File: src/llt_pkg.sv
// Constants shared by the loopback latency timers.
// Assumes a 64-bit XGMII data word with byte 0 in bits 7:0.
package llt_pkg;
   // Counter width seen by software
   localparam int LLT_CNT_W = 32;
   localparam logic [31:0] LLT_CNT_RST = 32'h0000_0000;
   // Received word counter width and reset value
   localparam int LLT_WCNT_W = 32;
   localparam logic [31:0] LLT_WCNT_RST = 32'h0000_0000;
   // Start character 0xFB, preamble (6 bytes 0x55) plus start-of-frame delimiter 0xD5
   localparam logic [63:0] LLT_PRE_SFD64 = 64'hD555_5555_5555_55FB;
   // High half when a 32-bit payload follows: start character, 2 preamble bytes then delimiter
   localparam logic [31:0] LLT_PRE_SFD32 = 32'hD555_55FB;
   // Control lane masks for the two start formats
   localparam logic [7:0] LLT_CTL_START64 = 8'h01;
   localparam logic [7:0] LLT_CTL_START32 = 8'h1F;
   localparam logic [7:0] LLT_CTL_DATA = 8'h00;
   // Rx first-data detector states
   typedef enum logic [2:0] {
      LLT_RX_IDLE = 3'h1,
      LLT_RX_WAIT = 3'h2,
      LLT_RX_DONE = 3'h4
   } llt_rx_state_type;
endpackage

File: src/llt_timers.sv
// Four latency counters for a 10G loopback test on the MAC clock.
// Assumes all watched buses are synchronous to clk; no crossing needed.
`timescale 1ns/100ps
module llt_timers
   import llt_pkg::*;
#(
   parameter int CNT_W = LLT_CNT_W,
   parameter int WCNT_W = LLT_WCNT_W
) (
   // Clock and reset
   input wire logic clk,
   input wire logic sys_rst,
   // Loop control
   input wire logic loop_start,
   input wire logic [WCNT_W-1:0] total_transfer_size,
   // Tx streaming bus
   input wire logic tx_stream_first_beat,
   input wire logic tx_stream_valid,
   input wire logic tx_stream_ready,
   // Tx XGMII
   input wire logic [63:0] xgmii_transmit_word,
   input wire logic [7:0] xgmii_transmit_ctl,
   // Rx XGMII
   input wire logic [63:0] xgmii_receive_word,
   input wire logic [7:0] xgmii_receive_ctl,
   // Rx streaming bus
   input wire logic rx_stream_first_beat,
   input wire logic rx_stream_valid,
   // User FIFO strobes
   input wire logic tx_fifo_write_strobe,
   input wire logic rx_fifo_read_strobe,
   // Counter values
   output logic [CNT_W-1:0] tx_mac_latency_counter,
   output logic [CNT_W-1:0] phys_path_latency_counter,
   output logic [CNT_W-1:0] rx_mac_latency_counter,
   output logic [CNT_W-1:0] total_transfer_counter,
   output logic [WCNT_W-1:0] rx_word_count,
   // Flags
   output logic phys_count_begin_flag,
   output logic phys_count_end_flag,
   output logic rx_count_begin_flag,
   output logic rx_count_end_flag,
   output logic total_count_begin_flag,
   output logic total_count_end_flag,
   output logic tx_count_begin_flag,
   output logic tx_count_end_flag
);
   // Tx first data detection
   logic tx_pre_seen_reg;
   logic tx_pre_seen_next;
   logic tx_pre_match;
   logic tx_first_data;
   logic tx_beat;
   // Rx first data detection
   llt_rx_state_type rx_state_reg;
   llt_rx_state_type rx_state_next;
   logic rx_pre64_match;
   logic rx_pre32_match;
   logic rx_first_data;
   // Received word counter
   logic [WCNT_W-1:0] wcnt_reg;
   logic [WCNT_W-1:0] wcnt_next;
   logic total_done;
   // Counter raw values and flags
   logic [CNT_W-1:0] cnt_val [4];
   logic [3:0] beg_f;
   logic [3:0] end_f;
   logic [3:0] start_ev;
   logic [3:0] stop_ev;
   // Output registers
   logic [CNT_W-1:0] cnt_out_reg [4];
   logic [3:0] beg_out_reg;
   logic [3:0] end_out_reg;
   logic [WCNT_W-1:0] wcnt_out_reg;

   // Preamble compare, used on both XGMII directions
   function automatic logic pre64(input logic [63:0] d, input logic [7:0] c);
      pre64 = (d == LLT_PRE_SFD64) && (c == LLT_CTL_START64);
   endfunction

   // Transmit side: the payload follows the preamble word by one clock
   assign tx_beat = tx_stream_first_beat & tx_stream_valid &
      tx_stream_ready;
   assign tx_pre_match = pre64(xgmii_transmit_word, xgmii_transmit_ctl);
   assign tx_pre_seen_next = tx_pre_match;
   assign tx_first_data = tx_pre_seen_reg;

   always_ff @(posedge clk) begin
      if (sys_rst) begin
         tx_pre_seen_reg <= 1'b0;
      end else begin
         tx_pre_seen_reg <= tx_pre_seen_next;
      end
   end

   // Receive side: aligned start word, or delimiter in upper half with
   // 32 payload bits in the same word
   assign rx_pre64_match = pre64(xgmii_receive_word, xgmii_receive_ctl);
   assign rx_pre32_match = (xgmii_receive_word[63:32] == LLT_PRE_SFD32) &&
      (xgmii_receive_ctl == LLT_CTL_START32);

   // Detector fires once per loop so a later frame cannot re-trigger
   always_comb begin
      rx_state_next = rx_state_reg;
      rx_first_data = 1'b0;
      unique case (rx_state_reg)
         LLT_RX_IDLE: begin
            if (rx_pre64_match) begin
               rx_state_next = LLT_RX_WAIT;
            end
         end
         LLT_RX_WAIT: begin
            // Payload word after the aligned preamble
            rx_first_data = 1'b1;
            rx_state_next = LLT_RX_DONE;
         end
         LLT_RX_DONE: begin
            rx_state_next = LLT_RX_DONE;
         end
         default: begin
            rx_state_next = LLT_RX_IDLE;
         end
      endcase
      if (rx_state_reg == LLT_RX_IDLE && !rx_pre64_match &&
         rx_pre32_match) begin
         rx_first_data = 1'b1;
         rx_state_next = LLT_RX_DONE;
      end
      if (loop_start) begin
         rx_state_next = LLT_RX_IDLE;
      end
   end

   always_ff @(posedge clk) begin
      if (sys_rst) begin
         rx_state_reg <= LLT_RX_IDLE;
      end else begin
         rx_state_reg <= rx_state_next;
      end
   end

   // Received word counter; loop start restarts it
   assign wcnt_next = loop_start ? LLT_WCNT_RST[WCNT_W-1:0] :
      (rx_fifo_read_strobe ? wcnt_reg + 1'b1 : wcnt_reg);
   // Compare with the stored count so the end marks the last word read
   assign total_done = (wcnt_reg == total_transfer_size) &&
      (wcnt_reg != '0);

   always_ff @(posedge clk) begin
      if (sys_rst) begin
         wcnt_reg <= LLT_WCNT_RST[WCNT_W-1:0];
      end else begin
         wcnt_reg <= wcnt_next;
      end
   end

   // Event routing: index 0 tx MAC, 1 physical, 2 rx MAC, 3 total
   assign start_ev[0] = tx_beat;
   assign stop_ev[0] = tx_first_data;
   assign start_ev[1] = tx_first_data;
   assign stop_ev[1] = rx_first_data;
   assign start_ev[2] = rx_first_data;
   assign stop_ev[2] = rx_stream_first_beat & rx_stream_valid;
   assign start_ev[3] = tx_fifo_write_strobe;
   assign stop_ev[3] = total_done;

   // Four identical counters
   generate
      for (genvar i = 0; i < 4; i++) begin : g_cnt
         llt_counter #(
            .CNT_W(CNT_W)
         ) u_cnt (
            .clk(clk),
            .sys_rst(sys_rst),
            .loop_clear(loop_start),
            .start_event(start_ev[i]),
            .stop_event(stop_ev[i]),
            .begin_flag(beg_f[i]),
            .end_flag(end_f[i]),
            .count(cnt_val[i])
         );
      end
   endgenerate

   // Output registers; one clock behind the counters, read once the loop
   // has settled so the lag does not matter
   always_ff @(posedge clk) begin
      if (sys_rst) begin
         for (int i = 0; i < 4; i++) begin
            cnt_out_reg[i] <= LLT_CNT_RST[CNT_W-1:0];
         end
         beg_out_reg <= 4'h0;
         end_out_reg <= 4'h0;
         wcnt_out_reg <= LLT_WCNT_RST[WCNT_W-1:0];
      end else begin
         for (int i = 0; i < 4; i++) begin
            cnt_out_reg[i] <= cnt_val[i];
         end
         beg_out_reg <= beg_f;
         end_out_reg <= end_f;
         wcnt_out_reg <= wcnt_reg;
      end
   end

   assign tx_mac_latency_counter = cnt_out_reg[0];
   assign phys_path_latency_counter = cnt_out_reg[1];
   assign rx_mac_latency_counter = cnt_out_reg[2];
   assign total_transfer_counter = cnt_out_reg[3];
   assign rx_word_count = wcnt_out_reg;
   assign tx_count_begin_flag = beg_out_reg[0];
   assign tx_count_end_flag = end_out_reg[0];
   assign phys_count_begin_flag = beg_out_reg[1];
   assign phys_count_end_flag = end_out_reg[1];
   assign rx_count_begin_flag = beg_out_reg[2];
   assign rx_count_end_flag = end_out_reg[2];
   assign total_count_begin_flag = beg_out_reg[3];
   assign total_count_end_flag = end_out_reg[3];
endmodule

File: src/llt_counter.sv
// One latency counter with its sticky start and end flags.
// Assumes start and stop pulses come from logic on the same clock.
`timescale 1ns/100ps
module llt_counter
   import llt_pkg::*;
#(
   parameter int CNT_W = LLT_CNT_W
) (
   // Clock and reset
   input wire logic clk,
   input wire logic sys_rst,
   // Control
   input wire logic loop_clear,
   input wire logic start_event,
   input wire logic stop_event,
   // State
   output logic begin_flag,
   output logic end_flag,
   output logic [CNT_W-1:0] count
);
   logic begin_reg;
   logic begin_next;
   logic end_reg;
   logic end_next;
   logic [CNT_W-1:0] count_reg;
   logic [CNT_W-1:0] count_next;
   logic run;

   // Flags stick until the loop clear; clear wins over a start in the same cycle
   assign begin_next = loop_clear ? 1'b0 : (begin_reg | start_event);
   assign end_next = loop_clear ? 1'b0 : (end_reg | stop_event);
   assign run = begin_reg & ~end_reg;
   assign count_next = loop_clear ? LLT_CNT_RST[CNT_W-1:0] :
      (run ? count_reg + 1'b1 : count_reg);

   // State registers
   always_ff @(posedge clk) begin
      if (sys_rst) begin
         begin_reg <= 1'b0;
         end_reg <= 1'b0;
         count_reg <= LLT_CNT_RST[CNT_W-1:0];
      end else begin
         begin_reg <= begin_next;
         end_reg <= end_next;
         count_reg <= count_next;
      end
   end

   assign begin_flag = begin_reg;
   assign end_flag = end_reg;
   assign count = count_reg;
endmodule

File: config.mk
export PLATFORM = sky130hd
export DESIGN_NAME = llt_timers
export DESIGN_NICKNAME = d
export VERILOG_FILES = /design/src/llt_pkg.sv /design/src/llt_timers.sv /design/src/llt_counter.sv
export SDC_FILE = /design/constraint.sdc
export NUM_CORES = 1
export LEC_CHECK = 0
export ABC_AREA = 1
export BUFFER_PORTS_ARGS = -buffer_cell sky130_fd_sc_hd__clkbuf_2
export CAP_MARGIN = 20
export CORE_MARGIN = 8
export CORE_UTILIZATION = 47
export CTS_BUF_LIST = sky130_fd_sc_hd__clkbuf_16
export CTS_CLUSTER_SIZE = 30
export DETAILED_ROUTE_END_ITERATION = 10
export PLACE_DENSITY = 0.74
export SLEW_MARGIN = 20
export SYNTH_ARGS = -nofsm -noshare
export SYNTH_HDL_FRONTEND = slang
export SYNTH_HIERARCHICAL = 1
export SYNTH_SLANG_ARGS = --single-unit
File: constraint.sdc
create_clock -name clk -period 2.1 [get_ports clk]
set_input_delay 0.315 -clock clk [delete_from_list [all_inputs] [get_ports clk]]
set_output_delay 0.315 -clock clk [all_outputs]
set_load 0.02 [all_outputs]
==> impl_metrics.tcl, run 1 <==
set metrics [dict create \
    synth.top_cells.by_area "sky130_fd_sc_hd__dfxtp_1 45%, sky130_fd_sc_hd__nor2_1 13%, sky130_fd_sc_hd__nand2_1 9.7%, sky130_fd_sc_hd__inv_1 9.6%, sky130_fd_sc_hd__nand3_1 3.2%" \
    power_report.internal_total_uw 10500 \
    worst_setup_path_end_kind "flop" \
    synth_cells 2190 \
    totalWireLength_mm 42.5 \
    detailedRoute.firstIterationViolations 766 \
    die_area_um2 38600 \
    max_freq_ghz 0.559 \
    post-route-min-period_ps 1790 \
    clk_path_buf_depth 3 \
    cts_tree "built" \
    timing.max_slew.rel_slack_pct 59.0 \
    clock_power_share_pct 47.8 \
    avgSynthCellArea_um2 6.98 \
    power_dissipated_by_switching_net_loads_uw 2820 \
    floorplan.die.width_um 196 \
    timing.reg2reg.worst_path_depth 8 \
    post_cts.repair.setup_buffers 0 \
    hpwl_mm 33.2 \
    unrepaired_setup_endpoints_after_global_routing "false" \
    worst_pin_slew_ps 614 \
    synth-async-reset-ratio_pct 0 \
    drc 0 \
    worst_ir_drop_vdd_v 0.000577 \
    number_of_max_capacitance_violations_reported 0 \
    fin_skew_ps 9.67 \
    start_util_pct 47.3 \
    timing.setup.tns_ps 0 \
    antenna_found_initial 2 \
    status "finished clean" \
    first_drt_pass_iteration_count 5 \
    die_h_um 196 \
    finalHoldViolations 0 \
    synth_enable_flop_cells 0 \
    yosysUniqueCellTypes 40 \
    cts_buffers 37 \
    io_buffer_count 353 \
    placement.cell_area_um2 17500 \
    post-route-period-util_pct 85.3 \
    via_count 14400 \
    timing.critical_path.from "wcnt_reg[1]" \
    cts.root.buffer_cell "sky130_fd_sc_hd__clkbuf_16" \
    timing_max_transition_violations_final 0 \
    grt_first_pass_wirelength_mm 69.9 \
    synth_top_area_share_pct 44.5 \
    netlist.top_cell.by_area "sky130_fd_sc_hd__dfxtp_1" \
    power.leakage_uw 0.00781 \
    critPathKind "reg2reg" \
    place.gp.congestion 0.929 \
    total_power_uw 13300 \
    number_of_cell_rows 66 \
    syn_to_final_growth_pct 22.6 \
    clock_insertion_delay_worst_skew_ps 500 \
    cts_resized 0 \
    synth_seq_area_share_pct 44.5 \
    layout-drive-gt1-share_pct 19.7 \
    cp_data_arrival_time_ps 2170 \
    holdPathStages 3 \
    synth.most_common_cell "sky130_fd_sc_hd__nor2_1" \
    post_drt_via_cell_ratio 4.77 \
    core_um2 32300 \
    power.share.combinational_pct 3.7 \
    pin_count_of_the_biggest_net_entering_global_routing 72 \
    cts_sinks 340 \
    min-delay-path-class "in2reg" \
    clock_tree.htree_level_count 2 \
    crit_fanout 4 \
    final_nets 2745 \
    global_route.usage.total_pct 21.5 \
    seq_power_share_pct 48.5 \
    post-place-cells 2956 \
    first_global_vias 14300 \
    worst-endpoint-required_ps 2480 \
    crit_start_category "flop" \
    postSynthRegisterBits 340 \
    synth.net_count 2382 \
    netSwitchingFraction_pct 21.1 \
    synthesis.yosys.warnings 6 \
    post_synthesis_instance_area_um2 15300 \
    worst_setup_hold_path_clk_slew_ps 60 \
    antenna_violating_nets_post_route 0 \
    hold_start "tx_fifo_write_strobe" \
    grt.overflow.total 0 \
    non_filler_instance_count_after_layout 3023 \
    io_pins 354 \
    leading_register_cell_type_out_of_synthesis "sky130_fd_sc_hd__dfxtp_1" \
    setup_viol 0 \
    timing.hold.ws_ps 44.2 \
    netlist_top_cells_count "528 x sky130_fd_sc_hd__nor2_1, 397 x sky130_fd_sc_hd__nand2_1, 390 x sky130_fd_sc_hd__inv_1" \
    post_drt_wl_per_cell_um 14.1 \
    critical_path.reg2reg.startpoint "wcnt_reg[1]" \
    stdcell_area_um2 18700 \
    post_cts_hold_buffer_count 0 \
    powerDensity_nw_per_um2 711 \
]
[path summary, 6_finish.rpt]
| path | endpoint | slack (ps) |
|---|---|---|
| worst max-delay path | wcnt_reg[10] | 310 |
| worst min-delay path | g_cnt[3].u_cnt/begin_flag | 40 |
| worst max register to register | wcnt_reg[10] | 310 |
| worst min register to register | cnt_out_reg[0][31] | 440 |
[placed cells by master, fill, tap and decap left out, types with 5 or more instances in the layout]
| cell type | synthesis | final |
|---|---|---|
| sky130_fd_sc_hd__nor2_1 | 528 | 528 |
| sky130_fd_sc_hd__nand2_1 | 397 | 397 |
| sky130_fd_sc_hd__inv_1 | 390 | 396 |
| sky130_fd_sc_hd__clkbuf_2 | 3 | 352 |
| sky130_fd_sc_hd__dfxtp_1 | 340 | 340 |
| sky130_fd_sc_hd__nand3_1 | 98 | 98 |
| sky130_fd_sc_hd__a21oi_1 | 55 | 55 |
| sky130_fd_sc_hd__nor3_1 | 54 | 54 |
| sky130_fd_sc_hd__o21ai_0 | 41 | 41 |
| sky130_fd_sc_hd__clkbuf_16 | 0 | 37 |
| sky130_fd_sc_hd__xor2_1 | 36 | 36 |
| sky130_fd_sc_hd__nand4_1 | 35 | 35 |
| sky130_fd_sc_hd__nor2_4 | 27 | 27 |
| sky130_fd_sc_hd__xnor2_1 | 26 | 26 |
| sky130_fd_sc_hd__nor4b_1 | 14 | 14 |
| sky130_fd_sc_hd__nor2_2 | 13 | 13 |
| sky130_fd_sc_hd__nand2_4 | 12 | 12 |
| sky130_fd_sc_hd__buf_4 | 0 | 11 |
| sky130_fd_sc_hd__inv_2 | 10 | 10 |
| sky130_fd_sc_hd__clkinv_2 | 0 | 10 |
| sky130_fd_sc_hd__o21a_1 | 8 | 8 |
| sky130_fd_sc_hd__nor3_2 | 7 | 7 |
| sky130_fd_sc_hd__a31oi_1 | 7 | 7 |
| sky130_fd_sc_hd__nor4_1 | 6 | 6 |
| sky130_fd_sc_hd__ha_1 | 6 | 6 |
| sky130_fd_sc_hd__nand3_4 | 5 | 5 |
| sky130_fd_sc_hd__nor3b_1 | 5 | 5 |
| sky130_fd_sc_hd__bufinv_16 | 0 | 5 |
[per-layer routing]
| layer | wire length [um] | GRT usage [%] | vias to the layer above |
|---|---|---|---|
| met5 | 0 | 0 | - |
| met4 | 1150 | 7.19 | 0 |
| met1 | 18500 | 26.7 | 6543 |
| met3 | 2620 | 3.89 | 80 |
| li1 | - | - | 7372 |
| met2 | 20300 | 37.3 | 430 |
[through the flow]
stage | util, % | setup slack, ps
floorplan | - | 647
finish | 58.0 | 310
global route | 58.0 | 120
detailed placement | 54.3 | 197
CTS | 58.0 | 201
global placement | 54.3 | 212
[power by group through the flow]
stage / clock network (uW) / registers (uW) / logic [uW]
after detailed placement: 0 / 6610 / 492
final: 6360 / 6470 / 492
after global placement: 0 / 6610 / 479
after CTS: 6510 / 6470 / 495
after floorplan: 0 / 6610 / 226
after global routing: 6760 / 6460 / 545
[cell type report]
type / count / area (um2)
Multi-Input combinational cell: 1409 / 6810
Tap cell: 442 / 553
Sequential cell: 340 / 6810
Clock inverter: 28 / 265
Clock buffer: 37 / 926
Timing Repair Buffer: 365 / 1880
Fill cell: 3059 / 13500
Inverter: 400 / 1500
Antenna cell: 2 / 5.00
[critical path, stage by stage, from the launching register on]
cell,delay [ps]
sky130_fd_sc_hd__dfxtp_1,420
sky130_fd_sc_hd__ha_1,260
sky130_fd_sc_hd__nand3_1,120
sky130_fd_sc_hd__nor2_1,220
sky130_fd_sc_hd__nand2_1,150
sky130_fd_sc_hd__inv_1,100
sky130_fd_sc_hd__nand2_1,90
sky130_fd_sc_hd__o21ai_0,230
sky130_fd_sc_hd__a21oi_1,80
[cell families after synthesis]
kind of cell | synth area share (%)
adder cells (fa/ha/maj) | 0.491
buffers and inverters | 10.9
AND/OR/NAND/NOR | 36.4
flip-flops | 44.5
XOR/XNOR | 3.55
AO/OA/AOI/OAI | 4.08
(Power assumes the default switching activity.)
==> run 2, diff against run 1 <==
--- a/config.mk
+++ b/config.mk
@@ -5,7 +5,6 @@
 export SDC_FILE = /design/constraint.sdc
 export NUM_CORES = 1
 export LEC_CHECK = 0
-export ABC_AREA = 1
 export BUFFER_PORTS_ARGS = -buffer_cell sky130_fd_sc_hd__clkbuf_2
 export CAP_MARGIN = 20
 export CORE_MARGIN = 8
@@ -13,7 +12,7 @@
 export CTS_BUF_LIST = sky130_fd_sc_hd__clkbuf_16
 export CTS_CLUSTER_SIZE = 30
 export DETAILED_ROUTE_END_ITERATION = 10
-export PLACE_DENSITY = 0.74
+export PLACE_DENSITY = 0.75
 export SLEW_MARGIN = 20
 export SYNTH_ARGS = -nofsm -noshare
 export SYNTH_HDL_FRONTEND = slang
==> impl_metrics.tcl, run 2 <==
set metrics [dict create \
    seq_power_share_pct 48.3 \
    start_util_pct 47.3 \
    avgSynthCellArea_um2 9.42 \
    unrepaired_setup_endpoints_after_global_routing "false" \
    totalWireLength_mm 37.0 \
    synth_top_family_by_area "simple AND/OR/NAND/NOR gates" \
    synthesis.yosys.warnings 6 \
    post_cts_hold_buffer_count 0 \
    die_area_um2 34200 \
    max_freq_ghz 0.489 \
    post_synthesis_instance_area_um2 13400 \
    power.leakage_uw 0.00702 \
    power_report.internal_total_uw 10600 \
    final_nets 2048 \
    critical_path.max_stage_delay_ps 560 \
    syn_to_final_growth_pct 31.0 \
    synth_simple_gate_area_share_pct 30.4 \
    netSwitchingFraction_pct 20.6 \
    postLayoutCoreUtil_pct 61.9 \
    worst_setup_path_end_kind "flop" \
    post-route-min-period_ps 2040 \
    pin_count_of_the_biggest_net_entering_global_routing 55 \
    antenna_found_initial 2 \
    core_um2 28400 \
    netlist_top_cells_count "340 x sky130_fd_sc_hd__dfxtp_1, 163 x sky130_fd_sc_hd__nor2b_1, 131 x sky130_fd_sc_hd__nor2_1" \
    first_drt_pass_iteration_count 5 \
    synth.most_common_cell "sky130_fd_sc_hd__dfxtp_1" \
    global_route.usage.total_pct 20.9 \
    crit_start_category "flop" \
    number_of_cell_rows 62 \
    yosysUniqueCellTypes 45 \
    worst_ir_drop_vdd_v 0.000413 \
    worst_setup_hold_path_clk_slew_ps 60 \
    crit_path_cell_trace "nand4_4 > or4_1 > buf_4 > or4_1 > a21oi_1" \
    clock_tree.htree_level_count 2 \
    timing.hold.ws_ps 94.8 \
    status "finished clean" \
    clk_path_buf_depth 3 \
    crit_fanout 19 \
    leading_register_cell_type_out_of_synthesis "sky130_fd_sc_hd__dfxtp_1" \
    power_dissipated_by_switching_net_loads_uw 2750 \
    post_drt_wl_per_cell_um 16.3 \
    cts_sinks 340 \
    finalWorstSetupSlack_ps 55.6 \
    total_power_uw 13400 \
    synth.net_count 1617 \
    grt_first_pass_wirelength_mm 58.9 \
    synth_compound_gate_area_share_pct 7.64 \
    post_synth_fa_ha_maj_area_fraction_pct 0.559 \
    synth.top_cells.by_area "sky130_fd_sc_hd__dfxtp_1 51%, sky130_fd_sc_hd__nor2b_1 7.6%, sky130_fd_sc_hd__xnor2_1 4.2%, sky130_fd_sc_hd__nor2_1 3.7%, sky130_fd_sc_hd__or4_1 3.5%" \
    synth_cells 1425 \
    insertedDiodeCount 0 \
    first_global_vias 11800 \
    powerDensity_nw_per_um2 761 \
    synth_enable_flop_cells 0 \
    worst-endpoint-required_ps 2530 \
    mostFrequentLayoutCell "sky130_fd_sc_hd__clkbuf_2" \
    fin_skew_ps 17.7 \
    timing_max_transition_violations_final 0 \
    finalHoldViolations 0 \
    non_filler_instance_count_after_layout 2265 \
    cts.root.buffer_cell "sky130_fd_sc_hd__clkbuf_16" \
    worst_path_max_delay_cell "sky130_fd_sc_hd__or4_1" \
    pre_cts_slack_ps -146 \
    antenna_violating_nets_post_route 0 \
    cts_tree "built" \
    place.gp.congestion 0.897 \
    clock_insertion_delay_worst_skew_ps 500 \
    synth.mux.area_fraction_pct 0.373 \
    post-place-cells 2200 \
    number_of_max_capacitance_violations_reported 0 \
    floorplan.die.width_um 185 \
    synth_seq_area_share_pct 50.7 \
    setup_viol 0 \
    synthXorXnorAreaFrac_pct 6.72 \
    num-fill-cells 2375 \
    clock_power_share_pct 48.6 \
    die_h_um 185 \
    synth-async-reset-ratio_pct 0 \
    cell_type_with_the_highest_occurrence_count_on_the_critical_path "sky130_fd_sc_hd__or4_1" \
    post_drt_via_cell_ratio 5.29 \
    critPathKind "reg2reg" \
    cp_data_arrival_time_ps 2480 \
    min-delay-path-class "in2reg" \
    worst_pin_slew_ps 520 \
    drc 0 \
    io_pins 354 \
    power.share.combinational_pct 3.1 \
    cts_buffers 37 \
    detailedRoute.firstIterationViolations 773 \
    critical_path_buf_inv_count 1 \
    critical-path-top-delay-family "simple AND/OR/NAND/NOR gates" \
    netlist.top_cell.by_area "sky130_fd_sc_hd__dfxtp_1" \
    post-route-period-util_pct 97.4 \
    hpwl_mm 27.9 \
    grt.overflow.total 0 \
    via_count 12000 \
    mostFrequentLayoutCells "352 x sky130_fd_sc_hd__clkbuf_2, 335 x sky130_fd_sc_hd__dfxtp_1, 163 x sky130_fd_sc_hd__nor2b_1" \
    layout-drive-gt1-share_pct 30.3 \
    synth_top_area_share_pct 50.7 \
    postSynthRegisterBits 340 \
    io_buffer_count 353 \
    timing.max_slew.rel_slack_pct 65.3 \
]
-- run 2: cell types whose count changed after synthesis, sizes merged, moves of 63 or more --
cell,before,now
inv,400,36
nand3,107,44
nand2,412,63
or4,0,64
nor2,572,131
nor2b,0,163
-- run 2: worst paths after layout --
check	slack, ps	start	end	cells after the start
max	60	g_cnt[2].u_cnt/count[7]	g_cnt[2].u_cnt/count[27]	5
min	90	tx_fifo_write_strobe	g_cnt[3].u_cnt/begin_flag	3
max reg2reg	60	g_cnt[2].u_cnt/count[7]	g_cnt[2].u_cnt/count[27]	5
min reg2reg	480	g_cnt[3].u_cnt/count[31]	cnt_out_reg[3][31]	1
-- run 2: cell type report --
type	instances	area, um2	area share [%]
clock buffer	39	976	5.55
clock inverter	25	254	1.44
inverter	36	135	0.769
multi-input combinational	967	6200	35.3
sequential	340	6810	38.8
tap	384	480	2.73
timing repair buffer	474	2720	15.5
-- run 2: repair_timing --
action,in CTS,in global routing
pin swaps,2,4
endpoints found under the setup margin,15,35
setup buffers,0,1
resized for setup,5,18
-- run 2: power groups by stage --
stage / logic [uW] / clock network, uW / registers [uW]
finish: 411 / 6510 / 6460
global route: 448 / 6940 / 6460
CTS: 413 / 6650 / 6460
detailed placement: 410 / 0 / 6600
global placement: 402 / 0 / 6600
floorplan: 164 / 0 / 6610
-- run 2: worst reg2reg max path, delay by kind of cell (launching register included) --
| kind | cells | cell delay [ps] |
|---|---|---|
| buf+inv | 1 | 220 |
| flops | 1 | 380 |
| compound gates | 1 | 150 |
| simple gates | 3 | 1210 |
-- run 2: metal layers --
layer	vias up	routed length [um]	GRT usage, %
met1	5607	15700	25.8
li1	5881	-	-
met2	412	17800	35.8
met3	73	2550	5.08
met5	-	27	0
met4	4	879	6.11
-- run 2: kinds of logic (layout without fill, tap and decap cells) --
group                    Yosys count  in the layout
adder cells (fa/ha/maj)            6              6
buffers and inverters            118            574
AND/OR/NAND/NOR                  683            683
XOR/XNOR                         103            103
multiplexers                       5              5
AO/OA/AOI/OAI                    170            170
flip-flops                       340            340
-- run 2: stage by stage --
step / area, um2 / setup TNS, ps
3_5_place_dp: 16300 / -487
6_report: 17600 / 0
2_1_floorplan: 13400 / 0
3_3_place_gp: 16300 / -157
4_1_cts: 17500 / 0
5_1_grt: 17600 / 0
